File: src/tdm_emul_pkg.sv
// Purpose: Shared constants and carriers for the unstructured line circuit emulation block
// Assumes: 25 MHz system clock, 32-bit register port
// Notes: Line rates and the starvation time are held in their own units
package tdm_emul_pkg;
    localparam int CLK_KHZ = 25000;
    localparam int DS1_KBPS = 1544;
    localparam int E1_KBPS = 2048;
    localparam int NCO_W = 24;
    localparam logic [NCO_W-1:0] NCO_DS1 = NCO_W'((64'(DS1_KBPS) << NCO_W) / 64'(CLK_KHZ));
    localparam logic [NCO_W-1:0] NCO_E1 = NCO_W'((64'(E1_KBPS) << NCO_W) / 64'(CLK_KHZ));
    localparam int STARVE_MS = 2500;
    localparam int STARVE_CYC = STARVE_MS * (CLK_KHZ / 1000) * 1000;
    localparam int LOS_BITS = 175;
    localparam logic [8:0] FRAME_BITS_DS1 = 9'd193;
    localparam logic [8:0] FRAME_BITS_E1 = 9'd256;
    localparam logic [7:0] FILL_OCTET = 8'hff;
    localparam logic [7:0] LINK_FLAG = 8'h7e;
    localparam logic [7:0] ADDR_CTRL = 8'h00;
    localparam logic [7:0] ADDR_STICKY = 8'h04;
    localparam logic [7:0] ADDR_LIVE = 8'h08;
    localparam logic [7:0] ADDR_OVF_CNT = 8'h0c;
    localparam logic [7:0] ADDR_UNF_CNT = 8'h10;
    localparam logic [7:0] ADDR_MON_MSG = 8'h14;
    localparam int CTRL_MON_EN = 0;
    localparam int CTRL_ASYNC = 1;
    localparam int CTRL_E1 = 2;
    localparam logic [2:0] CTRL_RESET = 3'h0;
    localparam int ST_OVF = 0;
    localparam int ST_UNF = 1;
    localparam int ST_STARVE = 2;
    localparam int ST_LOS = 3;
    localparam int ST_RLOS = 4;
    localparam int ST_RFAIL = 5;
    localparam int ST_MON_AIS = 6;
    localparam int STICKY_W = 7;
    typedef struct packed {
        logic valid;
        logic hdr;
        logic [7:0] seq;
        logic loss_of_signal;
        logic rmt_fail;
        logic [7:0] data;
    } beat_t;
    typedef struct packed {
        logic fill;
        logic [15:0] val;
    } entry_t;
endpackage : tdm_emul_pkg

File: src/bit_sync.sv
// Purpose: Two-flop synchroniser with rising-edge detect on bit 0
// Assumes: Inputs asynchronous to clk_i
// Notes: The first stage feeds only the second stage
module bit_sync #(
    parameter int W = 1
) (
    input wire logic clk_i,
    input wire logic rst_i,
    input wire logic [W-1:0] d_i,
    output logic [W-1:0] q_o,
    output logic rise_o
);
    logic [W-1:0] s1;
    logic [W-1:0] s2;
    logic s3;

    always_ff @(posedge clk_i or posedge rst_i) begin
        if (rst_i) begin
            s1 <= '0;
            s2 <= '0;
            s3 <= 1'b0;
        end else begin
            s1 <= d_i;
            s2 <= s1;
            s3 <= s2[0];
        end
    end

    assign q_o = s2;
    assign rise_o = s2[0] & ~s3;
endmodule : bit_sync

File: src/line_monitor.sv
// Purpose: Non-intrusive framing monitor on the ingress line bits
// Assumes: Frame position counts from the first bit after enable; no alignment hunt
// Notes: Reads the stream only, so the carried bits can never be altered here
module line_monitor
    import tdm_emul_pkg::*;
(
    input wire logic clk_i,
    input wire logic rst_i,
    input wire logic en_i,
    input wire logic strobe_i,
    input wire logic bit_i,
    input wire logic [8:0] frame_len_i,
    output logic ais_o,
    output logic msg_o
);
    logic [8:0] pos;
    logic [8:0] ones;
    logic odd;
    logic [7:0] link;

    always_ff @(posedge clk_i or posedge rst_i) begin
        if (rst_i) begin
            pos <= '0;
            ones <= '0;
            odd <= 1'b0;
            link <= '0;
            msg_o <= 1'b0;
        end else if (!en_i) begin
            pos <= '0;
            ones <= '0;
            odd <= 1'b0;
            link <= '0;
            msg_o <= 1'b0;
        end else begin
            msg_o <= 1'b0;
            if (strobe_i) begin
                pos <= (pos == frame_len_i - 9'd1) ? 9'd0 : pos + 9'd1;
                if (!bit_i) begin
                    ones <= '0;
                end else if (ones != frame_len_i) begin
                    ones <= ones + 9'd1;
                end
                if (pos == 9'd0) begin
                    odd <= ~odd;
                    // Data link bits ride in every other framing bit
                    if (odd) begin
                        link <= {link[6:0], bit_i};
                        msg_o <= ({link[6:0], bit_i} == LINK_FLAG);
                    end
                end
            end
        end
    end

    // A whole frame of ones is the alarm pattern
    assign ais_o = en_i && (ones == frame_len_i);
endmodule : line_monitor

File: src/tdm_emul_top.sv
// Purpose: Unstructured line circuit emulation, ingress packetiser and egress playout
// Assumes: Packet side on CLK_I; line and recovered clocks sampled; DEPTH a power of two
// Notes: Sequence numbers are 8 bits; a header beat opens every packet
// Behaviour
// - Carry any bit stream at line rate, framing ignored
// - Optional monitor decodes framing without touching the stream
// - Control bit switches the monitor off for unframed lines
// - Clocking mode chosen by control; both peers must match
// - Synchronous mode: device drives line timing out
// - Asynchronous mode: customer timing carried, far end replays it
// - Accept customer timing within ppm tolerance of nominal
// - Maintenance link bits pass unchanged
// - Enabled monitor counts data link messages for management
// - Ingress alarms reappear at egress unmodified
// - Ingress detects loss of signal and tells the peer
// - Monitor alarm status readable by management
// - Late packet replaced by filler of previous payload length
// - Packet arriving after its slot was filled is discarded
// - Persistent starvation signalled back to the peer
// - Out-of-sequence packet discarded, filler inserted
// - Filler keeps exact octet count to save multiframe alignment
// - Underflow drives all ones while data is missing
// - Starvation past integration time raises fault and downstream ALARM_INDICATION_SIGNAL
// - Overflow drops octets
// - Overflow and underflow reported to management
module tdm_emul_top
    import tdm_emul_pkg::*;
#(
    parameter int PAYLOAD_OCTETS = 32,
    parameter int DEPTH = 16,
    parameter int STARVE_LIMIT = STARVE_CYC
) (
    input wire logic CLK_I,
    input wire logic RST_I,
    input wire logic LINE_CLK_I,
    input wire logic LINE_DATA_I,
    input wire logic REC_CLK_I,
    output logic TX_CLK_O,
    output logic TX_DATA_O,
    output logic AIS_O,
    output tdm_emul_pkg::beat_t PKT_TX_O,
    input tdm_emul_pkg::beat_t PKT_RX_I,
    input wire logic [7:0] REG_ADDR_I,
    input wire logic [31:0] REG_WDATA_I,
    input wire logic REG_WE_I,
    input wire logic REG_RE_I,
    output logic [31:0] REG_RDATA_O
);
    import tdm_emul_pkg::*;

    localparam int AW = $clog2(DEPTH);

    function automatic logic [15:0] sat_inc(input logic [15:0] v);
        sat_inc = (v == 16'hffff) ? v : v + 16'h0001;
    endfunction : sat_inc

    function automatic logic [AW:0] ptr_inc(input logic [AW:0] p);
        ptr_inc = p + (AW+1)'(1);
    endfunction : ptr_inc

    logic [1:0] line_q;
    logic line_edge;
    logic line_bit;
    logic [0:0] rec_q;
    logic rec_edge;
    logic [2:0] ctrl;
    logic mon_en;
    logic async_mode;
    logic mon_ais;
    logic mon_msg;

    assign mon_en = ctrl[CTRL_MON_EN];
    assign async_mode = ctrl[CTRL_ASYNC];

    // Any clock within tolerance is taken: every sampled edge carries one bit
    bit_sync #(.W(2)) u_line_sync (
        .clk_i(CLK_I),
        .rst_i(RST_I),
        .d_i({LINE_DATA_I, LINE_CLK_I}),
        .q_o(line_q),
        .rise_o(line_edge)
    );
    assign line_bit = line_q[1];

    bit_sync #(.W(1)) u_rec_sync (
        .clk_i(CLK_I),
        .rst_i(RST_I),
        .d_i(REC_CLK_I),
        .q_o(rec_q),
        .rise_o(rec_edge)
    );

    line_monitor u_mon (
        .clk_i(CLK_I),
        .rst_i(RST_I),
        .en_i(mon_en),
        .strobe_i(line_edge),
        .bit_i(line_bit),
        .frame_len_i(ctrl[CTRL_E1] ? FRAME_BITS_E1 : FRAME_BITS_DS1),
        .ais_o(mon_ais),
        .msg_o(mon_msg)
    );

    // Ingress packetiser
    logic [6:0] sh;
    logic [2:0] bit_cnt;
    logic [7:0] oct_cnt;
    logic [7:0] tx_seq;
    logic [7:0] zero_run;
    logic los_live;
    logic starve_fault;
    logic [7:0] in_oct;

    assign in_oct = {sh, line_bit};

    always_ff @(posedge CLK_I or posedge RST_I) begin
        if (RST_I) begin
            sh <= '0;
            bit_cnt <= '0;
            oct_cnt <= '0;
            tx_seq <= '0;
            PKT_TX_O <= '0;
        end else begin
            PKT_TX_O.valid <= 1'b0;
            if (line_edge) begin
                sh <= in_oct[6:0];
                bit_cnt <= bit_cnt + 3'd1;
                if (bit_cnt == 3'd0 && oct_cnt == 8'd0) begin
                    PKT_TX_O.valid <= 1'b1;
                    PKT_TX_O.hdr <= 1'b1;
                    PKT_TX_O.seq <= tx_seq;
                    PKT_TX_O.loss_of_signal <= los_live;
                    PKT_TX_O.rmt_fail <= starve_fault;
                end
                if (bit_cnt == 3'd7) begin
                    // Octets go out bit for bit, alarms and link bits included
                    PKT_TX_O.valid <= 1'b1;
                    PKT_TX_O.hdr <= 1'b0;
                    PKT_TX_O.data <= in_oct;
                    if (oct_cnt == 8'(PAYLOAD_OCTETS - 1)) begin
                        oct_cnt <= '0;
                        tx_seq <= tx_seq + 8'd1;
                    end else begin
                        oct_cnt <= oct_cnt + 8'd1;
                    end
                end
            end
        end
    end

    always_ff @(posedge CLK_I or posedge RST_I) begin
        if (RST_I) begin
            zero_run <= '0;
        end else if (line_edge) begin
            if (line_bit) begin
                zero_run <= '0;
            end else if (zero_run != 8'(LOS_BITS)) begin
                zero_run <= zero_run + 8'd1;
            end
        end
    end
    assign los_live = (zero_run == 8'(LOS_BITS));

    // Egress receive and reorder check
    logic hdr_in;
    logic dat_in;
    logic [7:0] exp_seq;
    logic [7:0] diff;
    logic [7:0] cur_len;
    logic [7:0] last_len;
    logic [7:0] prev_len;
    logic discard;
    logic rlos_live;
    logic rfail_live;
    logic wr_en;
    entry_t wr_entry;

    always_comb begin
        hdr_in = PKT_RX_I.valid & PKT_RX_I.hdr;
        dat_in = PKT_RX_I.valid & ~PKT_RX_I.hdr;
        diff = PKT_RX_I.seq - exp_seq;
        prev_len = (cur_len != 8'h00) ? cur_len : last_len;
        wr_en = 1'b0;
        wr_entry = '0;
        if (hdr_in && diff != 8'h00 && !diff[7]) begin
            // One entry stands for the whole gap, same octet count as lost data
            wr_en = 1'b1;
            wr_entry.fill = 1'b1;
            wr_entry.val = 16'(diff) * 16'(prev_len);
        end else if (dat_in && !discard) begin
            wr_en = 1'b1;
            wr_entry.val = {8'h00, PKT_RX_I.data};
        end
    end

    always_ff @(posedge CLK_I or posedge RST_I) begin
        if (RST_I) begin
            exp_seq <= '0;
            cur_len <= '0;
            last_len <= 8'(PAYLOAD_OCTETS);
            discard <= 1'b0;
            rlos_live <= 1'b0;
            rfail_live <= 1'b0;
        end else if (hdr_in) begin
            rlos_live <= PKT_RX_I.loss_of_signal;
            rfail_live <= PKT_RX_I.rmt_fail;
            if (diff[7]) begin
                // Its slot is already played or filled
                discard <= 1'b1;
            end else begin
                discard <= 1'b0;
                exp_seq <= PKT_RX_I.seq + 8'd1;
                last_len <= prev_len;
                cur_len <= '0;
            end
        end else if (dat_in && !discard) begin
            cur_len <= cur_len + 8'd1;
        end
    end

    // Playout buffer
    entry_t mem [DEPTH];
    logic [AW:0] wp;
    logic [AW:0] rp;
    logic full;
    logic empty;
    logic rd_en;
    logic ovf_ev;
    entry_t rd_entry;

    assign empty = (wp == rp);
    assign full = (wp[AW] != rp[AW]) && (wp[AW-1:0] == rp[AW-1:0]);
    assign rd_entry = mem[rp[AW-1:0]];
    // A write into a full buffer is simply lost
    assign ovf_ev = wr_en && full;

    always_ff @(posedge CLK_I or posedge RST_I) begin
        if (RST_I) begin
            wp <= '0;
            rp <= '0;
        end else begin
            if (wr_en && !full) begin
                wp <= ptr_inc(wp);
            end
            if (rd_en) begin
                rp <= ptr_inc(rp);
            end
        end
    end

    always_ff @(posedge CLK_I) begin
        if (wr_en && !full) begin
            mem[wp[AW-1:0]] <= wr_entry;
        end
    end

    // Egress timing and bit playout
    logic [NCO_W-1:0] nco;
    logic nco_msb_d;
    logic out_strobe;
    logic [6:0] osh;
    logic [2:0] ob_cnt;
    logic [15:0] fill_left;
    logic load;
    logic starving;
    logic unf_ev;
    logic [31:0] starve_cnt;

    always_ff @(posedge CLK_I or posedge RST_I) begin
        if (RST_I) begin
            nco <= '0;
            nco_msb_d <= 1'b0;
            TX_CLK_O <= 1'b0;
        end else begin
            nco <= nco + (ctrl[CTRL_E1] ? NCO_E1 : NCO_DS1);
            nco_msb_d <= nco[NCO_W-1];
            TX_CLK_O <= async_mode ? rec_q[0] : nco[NCO_W-1];
        end
    end

    assign out_strobe = async_mode ? rec_edge : (nco[NCO_W-1] & ~nco_msb_d);
    assign load = out_strobe && (ob_cnt == 3'd0);
    assign rd_en = load && (fill_left == 16'h0000) && !empty;
    assign unf_ev = load && (fill_left == 16'h0000) && empty && !starving;

    always_ff @(posedge CLK_I or posedge RST_I) begin
        if (RST_I) begin
            osh <= '0;
            ob_cnt <= '0;
            fill_left <= '0;
            starving <= 1'b0;
            TX_DATA_O <= 1'b1;
        end else if (load) begin
            ob_cnt <= 3'd7;
            if (fill_left != 16'h0000) begin
                fill_left <= fill_left - 16'h0001;
                osh <= FILL_OCTET[6:0];
                TX_DATA_O <= 1'b1;
            end else if (empty) begin
                starving <= 1'b1;
                osh <= FILL_OCTET[6:0];
                TX_DATA_O <= 1'b1;
            end else if (rd_entry.fill) begin
                starving <= 1'b0;
                fill_left <= (rd_entry.val == 16'h0000) ? 16'h0000 : rd_entry.val - 16'h0001;
                osh <= FILL_OCTET[6:0];
                TX_DATA_O <= 1'b1;
            end else begin
                starving <= 1'b0;
                osh <= rd_entry.val[6:0];
                TX_DATA_O <= rd_entry.val[7] | starve_fault | rlos_live;
            end
        end else if (out_strobe) begin
            ob_cnt <= ob_cnt - 3'd1;
            osh <= {osh[5:0], 1'b1};
            TX_DATA_O <= osh[6] | starve_fault | rlos_live;
        end else if (starve_fault) begin
            TX_DATA_O <= 1'b1;
        end
    end

    // Integration timer; fault holds until data flows again
    always_ff @(posedge CLK_I or posedge RST_I) begin
        if (RST_I) begin
            starve_cnt <= '0;
            starve_fault <= 1'b0;
            AIS_O <= 1'b0;
        end else begin
            if (!starving) begin
                starve_cnt <= '0;
                starve_fault <= 1'b0;
            end else if (starve_cnt == 32'(STARVE_LIMIT - 1)) begin
                starve_fault <= 1'b1;
            end else begin
                starve_cnt <= starve_cnt + 32'd1;
            end
            AIS_O <= starve_fault | rlos_live;
        end
    end

    // Management registers
    logic [STICKY_W-1:0] sticky;
    logic [STICKY_W-1:0] next_sticky;
    logic [STICKY_W-1:0] set_vec;
    logic [STICKY_W-1:0] clr_vec;
    logic [15:0] ovf_cnt;
    logic [15:0] unf_cnt;
    logic [15:0] mon_msg_cnt;

    always_comb begin
        set_vec = '0;
        set_vec[ST_OVF] = ovf_ev;
        set_vec[ST_UNF] = unf_ev;
        set_vec[ST_STARVE] = starve_fault;
        set_vec[ST_LOS] = los_live;
        set_vec[ST_RLOS] = rlos_live;
        set_vec[ST_RFAIL] = rfail_live;
        set_vec[ST_MON_AIS] = mon_ais;
        clr_vec = (REG_WE_I && REG_ADDR_I == ADDR_STICKY) ? REG_WDATA_I[STICKY_W-1:0] : '0;
        // A new event in the clearing cycle survives the clear
        next_sticky = (sticky & ~clr_vec) | set_vec;
    end

    always_ff @(posedge CLK_I or posedge RST_I) begin
        if (RST_I) begin
            ctrl <= CTRL_RESET;
            sticky <= '0;
        end else begin
            sticky <= next_sticky;
            if (REG_WE_I && REG_ADDR_I == ADDR_CTRL) begin
                ctrl <= REG_WDATA_I[2:0];
            end
        end
    end

    always_ff @(posedge CLK_I or posedge RST_I) begin
        if (RST_I) begin
            ovf_cnt <= '0;
            unf_cnt <= '0;
            mon_msg_cnt <= '0;
        end else begin
            if (ovf_ev) begin
                ovf_cnt <= sat_inc(ovf_cnt);
            end
            if (unf_ev) begin
                unf_cnt <= sat_inc(unf_cnt);
            end
            if (mon_msg && mon_en) begin
                mon_msg_cnt <= sat_inc(mon_msg_cnt);
            end
        end
    end

    always_ff @(posedge CLK_I or posedge RST_I) begin
        if (RST_I) begin
            REG_RDATA_O <= '0;
        end else begin
            REG_RDATA_O <= '0;
            if (REG_RE_I) begin
                case (REG_ADDR_I)
                    ADDR_CTRL: REG_RDATA_O <= {29'h0, ctrl};
                    ADDR_STICKY: REG_RDATA_O <= {25'h0, sticky};
                    ADDR_LIVE: REG_RDATA_O <= {25'h0, mon_ais, rfail_live, rlos_live,
                                               los_live, starve_fault, starving, full};
                    ADDR_OVF_CNT: REG_RDATA_O <= {16'h0, ovf_cnt};
                    ADDR_UNF_CNT: REG_RDATA_O <= {16'h0, unf_cnt};
                    ADDR_MON_MSG: REG_RDATA_O <= {16'h0, mon_msg_cnt};
                    default: REG_RDATA_O <= '0;
                endcase
            end
        end
    end
endmodule : tdm_emul_top

File: config.mk
export PLATFORM = sky130hd
export DESIGN_NAME = tdm_emul_top
export DESIGN_NICKNAME = d
export VERILOG_FILES = /design/src/tdm_emul_pkg.sv /design/src/bit_sync.sv /design/src/line_monitor.sv /design/src/tdm_emul_top.sv
export SDC_FILE = /design/constraint.sdc
export NUM_CORES = 1
export LEC_CHECK = 0
export BUFFER_PORTS_ARGS = -buffer_cell sky130_fd_sc_hd__buf_2
export CAP_MARGIN = 25
export CORE_ASPECT_RATIO = 1.4
export CORE_MARGIN = 1
export CORE_UTILIZATION = 50
export CTS_CLUSTER_DIAMETER = 120
export DETAILED_ROUTE_END_ITERATION = 12
export GPL_TIMING_DRIVEN = 0
export HOLD_SLACK_MARGIN = 0.12
export PLACE_DENSITY_LB_ADDON = 0.05
export SLEW_MARGIN = 20
export SYNTH_ARGS = -nofsm -noshare
export SYNTH_HDL_FRONTEND = slang
export SYNTH_SLANG_ARGS = --single-unit
File: constraint.sdc
create_clock -name CLK_I -period 24.9 [get_ports CLK_I]
set_input_delay 2.49 -clock CLK_I [delete_from_list [all_inputs] [get_ports CLK_I]]
set_output_delay 2.49 -clock CLK_I [all_outputs]
set_load 0.01 [all_outputs]
# After elaboration in Yosys (flattened, before gate mapping)
# Memories as Yosys holds them, arrays and structs flattened.
# Cells that the tools add are included.
word_totals:
  ramBits: 272
  out_inout_bits: 55
  ff_bits: 304
  mem_count: 1
  in_bits: 67
  word_cells: 238
mem_list:
  columns: ["name", "depth", "word_bits", "read_ports", "rd_ports_with_merged_regs", "write_ports", "line_no", "text"]
  rows:
  - ["mem", 16, 17, 1, 0, 1, "tdm_emul_top.sv:222", "entry_t mem [DEPTH];"]
classes:
  addsub: 20
  n_reduce_logical: 52
  multipliers: 1
  muxes: 66
  bitwise: 23
  n_eq_ne: 28
ops:
  columns: ["cell", "count"]
  rows:
  - ["16-bit two-way mux", 6]
  - ["16-bit case mux with 6 select lines", 1]
  - ["8-bit two-way mux", 9]
  - ["9-bit two-way mux", 8]
  - ["7-bit two-way mux", 10]
  - ["32-bit two-way mux", 2]
  - ["16-bit by 1-bit adder with 16-bit output, second input constant", 3]
  - ["16-bit equality test, second input constant", 3]
  - ["8-bit by 1-bit adder with 8-bit output, second input constant", 5]
  - ["32-bit by 1-bit adder with 32-bit output, second input constant", 1]
  - ["32-bit by 26-bit equality test with 1-bit output, second input constant", 1]
  - ["16-bit logical NOT", 2]
  - ["16-bit by 1-bit subtractor with 16-bit output, second input constant", 2]
  - ["24-bit by 21-bit adder with 24-bit output", 1]
  - ["8-bit by 5-bit equality test with 1-bit output, second input constant", 3]
  - ["1-bit two-way mux", 24]
  - ["2-bit AND reduction", 12]
  - ["21-bit two-way mux", 1]
  - ["20-bit two-way mux", 1]
  - ["9-bit by 1-bit adder with 9-bit output, second input constant", 2]
  - ["9-bit equality test", 2]
  - ["8-bit by 4-bit equality test with 1-bit output, second input constant", 2]
  - ["1-bit logical AND", 16]
  - ["8-bit logical NOT", 2]
  - ["35 further kinds", 71]

# Longest topological paths before layout
# Gate-level depths: netlist of the first run.
logic_depth:
  depth_word: 8
  mapped_depth: 24
  ltp_nobuf: 23

# Cells and area by module
# Synthesis of the first run repeated with hierarchy kept, for this count alone.
hier_totals:
  cells_unflattened: 2231
  hier_area_um2: 27794.2
by_module_without_submodules:
  columns: ["mod", "seq_area_each_um2", "instances", "area_per_inst_um2", "cells_per_inst"]
  rows:
  - ["tdm_emul_top", 14501.4, 1, 25615.8, 1996]
  - ["line_monitor", 675.6, 1, 1943.1, 223]
  - ["bit_sync at u_line_sync", 125.1, 1, 142.6, 7]
  - ["bit_sync at u_rec_sync", 75.1, 1, 92.6, 5]

# Least setup slack after synthesis of the first run
# No wires, ideal clock.
synth_path:
  path_kind: "input to register"
  from: "input port PKT_RX_I[12] (netlist bit)"
  to: "memory mem[0][13] (netlist bit) (data pin)"
  stages: 20
  arrival_ns: 7.705
  setup_time_ns: 0.277
  t_required_ns: 24.623
  path_slack_ns: 16.919
  path_buffers: 0
  cell_sequence: "ha_1 -> nor2b_1 -> o31ai_2 -> or4b_1 -> o311a_1 -> nor2_1 -> fa_1 -> fa_1 -> fa_1 -> inv_1 -> fa_1 -> inv_1 -> ha_1 -> or2_2 -> a21oi_1 -> a21oi_1 -> a41oi_1 -> nor2b_1 -> xor2_1 -> nor2_1"
synth_rtl:
  columns: ["element", "line_no", "text"]
  rows:
  - ["start: declaration", "tdm_emul_top.sv:42", "input tdm_emul_pkg::beat_t PKT_RX_I,"]
  - ["end: declaration", "tdm_emul_top.sv:222", null]

==> impl_metrics.csv, run 1 <==
group,metric,value,unit
status,outcome,"finished, final reports clean",
critical_path,cp_top_family,"adder cells",
critical_path,cp_slowest_cell,"xnor2_1",
clock_tree,cts_tree,"yes",
global_route,grtUsageTotal,23.1,%
pwr,p_leak,12.5,nW
timing,hold_slack,0.350,ns
placement,gp_congestion,0.815,
clock_tree,cts_buffers,56,
clock_tree,cts.sinks,560,
timing,post-route-period-util,33.4,%
critical_path,critPathCaptureType,"flip-flop",
worst_hold_path,hold_path_class,"reg2reg",
final_layout,fin_nets,2475,
final_layout,num_antenna_cells,0,
final_layout,layout_commonest_cell,"dfrtp_1",
final_layout,area_growth,12.8,%
timing,setup_viol_count_final,0,
placement,hpwl,41.6,mm
synthesis,syn_avg_cell_area,12.7,um^2
synthesis,async_flop_share,51.4,%
floorplanning,fp-row-count,100,
timing,grt_setup_unrepaired,"no",
global_route,grt-ovfl-total,0,
final_layout,drive_gt1_share,15.4,%
clock_tree,cts_root_buffer,"clkbuf_16",
detailed_routing,drt_first_pass_iters,5,
global_route,antenna_found_initial,0,
floorplanning,die_w,198,um
clock_tree,worstSkewPairLatency,0.65,ns
synthesis,synth_cells,2126,
final_layout,seqCellArea,0.0154,mm^2
global_route,grt_pass1_vias,17625,
global_route,grt_max_degree,101,
synthesis,synth-edff-count,272,
placement,dp.cells,2942,
synthesis,ys_ff_latch,560,
global_route,grt_pass1_wl,97.8,mm
critical_path,worstPathCellList,"buf_2 > ha_1 > nor2b_1 > o31a_1 > o31ai_1 > a21oi_1 > xnor2_1 > nor2_1 > fa_1 > fa_1 > fa_1 > inv_1 > fa_1 > inv_1 > ha_1 > and3_1 > nand3_1 > a31o_2 > a21oi_1 > buf_2",
clock_tree,post_cts_buffers,0,
timing,fin_tns_setup,0,ns
clock_tree,clk_path_buf_depth,3,
floorplanning,dieArea,0.0549,mm^2
final_layout,most-common-layout-cells,"286 x dfrtp_1, 272 x edfxtp_1, 188 x nand2_1, 185 x nor2_1, 98 x xnor2_1",
final_layout,multi_input_area,0.0109,mm^2
floorplanning,num_io_pins,122,
detailed_routing,avgViaCountPerCell,5.58,
floorplanning,start_util,50.7,%
final_layout,instances_no_fill,3045,
critical_path,worstSetupPathType,"in2reg",
final_layout,n_fill_cell,4362,
critical_path,cp_data_required_time,25.39,ns
floorplanning,core_area,0.0532,mm^2
job,cap_viol_max_count,0,
synthesis,synth-seq-area-share,57.0,%
detailed_routing,wl_per_cell,20.1,um
timing,clock.fmax,0.120,GHz
timing,final_hold_viol_count,0,
timing,drv_slew,0,
floorplanning,die_y,277,um
pwr,peakVddDrop,0.0000624,V
placement,portBuffers,79,
critical_path,start_kind,"input pin",
detailed_routing,first_iter_violations,871,
pwr,power_density,94.7,mW/mm^2
critical_path,worst-path-max-fanout,10,
synthesis,yosysWarnings,0,
critical_path,max_stage_delay,0.86,ns
critical_path,cp_num_buf_inv,4,
detailed_routing,ant_nets,0,
synthesis,ys_types,86,
synthesis,synth_area,0.0270,mm^2
detailed_routing,totalWireLength,61.1,mm
detailed_routing,via_count,17000,
timing,fin_crit,8.32,ns
clock_tree,cts-htree-levels,2,
synthesis,yosys_most_used_dff,"dfrtp_1",
timing,worst_pin_slew,1.16,ns
critical_path,critPathArrivalTime,8.81,ns
critical_path,crit_top_cell,"fa_1",
clock_tree,hold_buffers,0,
timing,clock-skew-final,0.0589,ns
detailed_routing,route.detailed.drc,0,
clock_tree,cts_repair_resize_count,0,
timing,slew_headroom,23.0,%
clock_tree,clk_pin_slew,0.06,ns
[final cells by class]
class,instances,area share [%]
Buffer,90,1.66
Multi-Input combinational cell,1399,35.7
Timing Repair Buffer,88,1.71
Sequential cell,560,50.6
Clock buffer,80,5.23
Inverter,92,1.16
Clock inverter,22,1.06
Tap cell,714,2.94
[sequential cells by signal, summed over array words and instances (netlist names), 20 cells and up]
name and flops:
PKT_TX_O 20, nco 24, mem 272, starve_cnt 32
[synthesized netlist by cell type (all sizes together), types with 11 or more instances]
library cell | count | area share [%]
clkbuf | 49 | 0.68
buf | 41 | 1.2
or2 | 19 | 0.44
mux4 | 72 | 6.1
xor2 | 76 | 2.5
mux2i | 14 | 0.52
edfxtp | 272 | 30
dfrtp | 286 | 27
o31ai | 11 | 0.32
a22o | 17 | 0.55
nor2b | 32 | 0.74
nor3 | 36 | 0.75
and3 | 30 | 0.70
ha | 84 | 3.9
nor2 | 189 | 2.7
a22oi | 16 | 0.45
a31oi | 15 | 0.35
inv | 92 | 1.3
o21ai | 79 | 1.5
mux2 | 23 | 0.96
xnor2 | 98 | 3.2
a21oi | 50 | 0.93
a222oi | 15 | 0.56
nand2 | 188 | 2.6
or3 | 15 | 0.35
nand4 | 40 | 0.95
and4 | 14 | 0.45
nor4 | 13 | 0.40
nand3 | 61 | 1.1
and2 | 33 | 0.77
fa | 37 | 2.7
[stage by stage]
step / cell area [um^2] / setup slack (ns) / power, mW / utilization [%]
6_report: 30400 / 16.58 / 2.88 / 57.2
5_1_grt: 30400 / 16.33 / 3.06 / 57.2
4_1_cts: 30400 / 16.26 / 2.91 / 57.2
3_5_place_dp: 28500 / 15.56 / 2.03 / 53.6
3_3_place_gp: 28300 / 11.09 / 2.01 / 53.3
2_1_floorplan: 27000 / 14.46 / 1.80 / -
[layer usage]
metal / part of all wire, % / vias up / routed length (um) / track usage (%)
li1: - / 8007 / - / -
met1: 41 / 8619 / 25000 / 28.3
met2: 54 / 292 / 32800 / 42.3
met3: 3.2 / 82 / 1930 / 2.92
met4: 2.2 / 0 / 1370 / 6.34
met5: 0 / - / 0 / 0
[cells by family (layout without fill, tap and decap cells)]
group | count (synthesis) | in the layout | share of synthesized area, %
compound gates | 266 | 266 | 6.61
xor+xnor | 174 | 174 | 5.65
fa+ha+maj | 121 | 121 | 6.64
buf+inv | 182 | 372 | 3.15
flops | 560 | 560 | 57.0
mux | 109 | 109 | 7.57
other cells | 1 | 16 | 0.0139
simple gates | 713 | 713 | 13.3
[worst paths after layout]
path | slack (ns) | cells after the start | from | to
setup / recovery | 16.58 | 20 | PKT_RX_I[11] | mem[5][12]$_DFFE_PP_
hold / removal | 0.35 | 0 | u_line_sync.s1[0]$_DFF_PP0_ | u_line_sync.q_o[0]$_DFF_PP0_
setup reg to reg | 17.92 | 21 | cur_len[0]$_DFFE_PP0P_ | mem[14][13]$_DFFE_PP_
hold reg to reg | 0.35 | 0 | u_line_sync.s1[0]$_DFF_PP0_ | u_line_sync.q_o[0]$_DFF_PP0_
max in group asynchronous | 21.54 | 4 | RST_I | unf_cnt[10]$_DFFE_PP0P_
min in group asynchronous | 1.97 | 2 | RST_I | nco[1]$_DFF_PP0_
[power by group]
group | internal, mW | leakage, nW | switching, mW
Combinational | 0.327 | 5.30 | 0.503
Sequential | 1.12 | 6.30 | 0.0645
Clock | 0.509 | 0.940 | 0.361
Note: power is estimated with default switching activity, not from simulation.
==> inputs of run 2 (changes only) <==
==> constraint.sdc (replaced) <==
create_clock -name CLK_I -period 7.5 [get_ports CLK_I]
set_input_delay 0.75 -clock CLK_I [delete_from_list [all_inputs] [get_ports CLK_I]]
set_output_delay 0.75 -clock CLK_I [all_outputs]
set_load 0.01 [all_outputs]
==> run 2 against run 1 <==
Net effect:
- non-clock buffer count up 11
- first-iteration DRC count is 7.2% higher
- clock skew shrank 0.025 ns
- utilization is 0.28 points higher
- worst setup slack worse by 16 ns
- clock-buffer cell count shrank 18
- largest power group unchanged
==> impl_metrics.csv, run 2 (synthesized netlist as in run 1, its figures left out) <==
group,metric,value,unit
clock_tree,hold_buffers,0,
timing,setup_viol_count_final,0,
global_route,grt_max_degree,36,
detailed_routing,via_count,17011,
final_layout,post-route-util,57.5,%
pwr,peakVddDrop,0.000225,V
floorplanning,num_io_pins,122,
placement,hpwl,42.1,mm
clock_tree,cts_tree,"yes",
clock_tree,cts-htree-levels,2,
timing,clock.fmax,0.141,GHz
global_route,antenna_found_initial,0,
critical_path,max_stage_delay,0.78,ns
final_layout,fin_area,0.0306,mm^2
detailed_routing,route.detailed.drc,0,
pwr,p_leak,12.6,nW
critical_path,critPathArrivalTime,7.38,ns
final_layout,drive_gt1_share,16.0,%
critical_path,cp_data_required_time,7.77,ns
timing,final_hold_viol_count,0,
critical_path,start_kind,"flip-flop",
worst_hold_path,hold_path_class,"in2async",
clock_tree,worstSkewPairLatency,0.64,ns
timing,clock-skew-final,0.0342,ns
floorplanning,die_y,277,um
timing,grt_setup_unrepaired,"no",
final_layout,largest_reg_flops,272,
clock_tree,cts_buffers,54,
critical_path,cp_top_family,"simple AND/OR/NAND/NOR gates",
timing,drv_slew,0,
timing,fin_crit,7.11,ns
global_route,grt_pass1_wl,96.5,mm
detailed_routing,first_iter_violations,934,
detailed_routing,totalWireLength,60.4,mm
floorplanning,dieArea,0.0549,mm^2
final_layout,layout_commonest_cell,"dfrtp_1",
critical_path,worstSetupPathType,"reg2reg",
floorplanning,core_area,0.0532,mm^2
timing,hold_slack,0.196,ns
critical_path,worst-path-max-fanout,16,
clock_tree,post_cts_buffers,0,
job,cap_viol_max_count,0,
final_layout,area_growth,13.3,%
detailed_routing,wl_per_cell,19.8,um
final_layout,fin_nets,2484,
floorplanning,fp-row-count,100,
timing,slew_headroom,29.6,%
placement,post_dp_cell_area,0.0287,mm^2
clock_tree,clk_path_buf_depth,3,
timing,fin_tns_setup,0,ns
final_layout,num_antenna_cells,0,
detailed_routing,drt_first_pass_iters,5,
timing,fin_ws,0.388,ns
critical_path,worstPathCellList,"inv_1 > ha_1 > or4b_2 > nor4_2 > a21oi_1 > or2_2 > fa_1 > fa_1 > inv_1 > fa_1 > inv_1 > fa_1 > inv_1 > ha_1 > or2_2 > a21oi_1 > a21oi_1 > a21oi_1 > xor2_1 > nor2_1",
critical_path,cp_num_buf_inv,4,
global_route,grtUsageTotal,22.8,%
timing,post-route-period-util,94.8,%
critical_path,cp_slowest_cell,"nor2_1",
placement,gp_congestion,0.817,
floorplanning,die_w,198,um
placement,portBuffers,79,
clock_tree,cts_root_buffer,"clkbuf_16",
detailed_routing,ant_nets,0,
critical_path,critPathCaptureType,"flip-flop",
placement,pre_cts_ws,-0.171,ns
global_route,grt_pass1_vias,17646,
clock_tree,clk_pin_slew,0.06,ns
clock_tree,cts_repair_resize_count,0,
global_route,grt-ovfl-total,0,
final_layout,most-common-layout-cells,"286 x dfrtp_1, 272 x edfxtp_1, 188 x nand2_1, 186 x nor2_1, 98 x xnor2_1",
pwr,power_density,313,mW/mm^2
detailed_routing,avgViaCountPerCell,5.57,
clock_tree,cts.sinks,560,
floorplanning,start_util,50.7,%
status,outcome,"finished, final reports clean",
timing,worst_pin_slew,1.03,ns
run 2: changes by cell type in the layout (fill, tap and decap cells not counted), sizes merged:
cell	previous run	this run
buf	129	138
bufinv	6	7
clkbuf	129	112
clkdlybuf4s15	0	1
clkinv	15	26
clkinvlp	0	6
run 2: where the power goes:
group	switching [mW]	total, mW	leakage [nW]	internal (mW)
registers	0.218	3.92	6.30	3.70
logic	1.68	2.78	5.38	1.11
clock network	1.24	2.86	0.911	1.62
run 2: layer usage:
layer	up-vias	share of wire [%]	global-route usage [%]
met5	-	0	0
li1	7999	-	-
met4	0	2.6	7.20
met2	299	53	41.0
met1	8614	41	28.2
met3	99	3.4	3.07
run 2: path summary, 6_finish.rpt:
path | slack (ns) | end | depth (start not counted) | from
setup / recovery | 0.39 | mem[4][11]$_DFFE_PP_ | 20 | cur_len[0]$_DFFE_PP0P_
setup reg to reg | 0.39 | mem[4][11]$_DFFE_PP_ | 20 | cur_len[0]$_DFFE_PP0P_
hold / removal | 0.20 | PKT_TX_O[5]$_DFFE_PP0P_ | 2 | RST_I
hold reg to reg | 0.35 | u_rec_sync.q_o$_DFF_PP0_ | 0 | u_rec_sync.s1$_DFF_PP0_
max in group asynchronous | 5.36 | last_len[5]$_DFFE_PP1P_ | 9 | RST_I
min in group CLK_I | 0.23 | u_line_sync.s1[0]$_DFF_PP0_ | 1 | LINE_CLK_I
run 2: layout make-up:
type                       instances  area [um^2]
inverter                          92          349
multi-input combinational       1399        10900
timing repair buffer              99          716
clock buffer                      62         1420
buffer                            90          504
tap                              714          893
sequential                       560        15400
clock inverter                    40          454
fill                            4411        22600
run 2: through the flow:
stage	instances	power [mW]
5_1_grt	3056	10.1
3_5_place_dp	2951	6.79
3_3_place_gp	2934	6.70
4_1_cts	3053	9.67
2_1_floorplan	2141	5.97
6_report	3056	9.56
run 2: worst register-to-register path: stages, from the launching register on:
cell and delay [ns]:
dfrtp_1 0.43, inv_1 0.08, ha_1 0.13, or4b_2 0.61, nor4_2 0.58, a21oi_1 0.43
or2_2 0.40, fa_1 0.50, fa_1 0.56, inv_1 0.06, fa_1 0.53, inv_1 0.06
fa_1 0.40, inv_1 0.10, ha_1 0.27, or2_2 0.32, a21oi_1 0.15, a21oi_1 0.08
a21oi_1 0.19, xor2_1 0.08, nor2_1 0.78
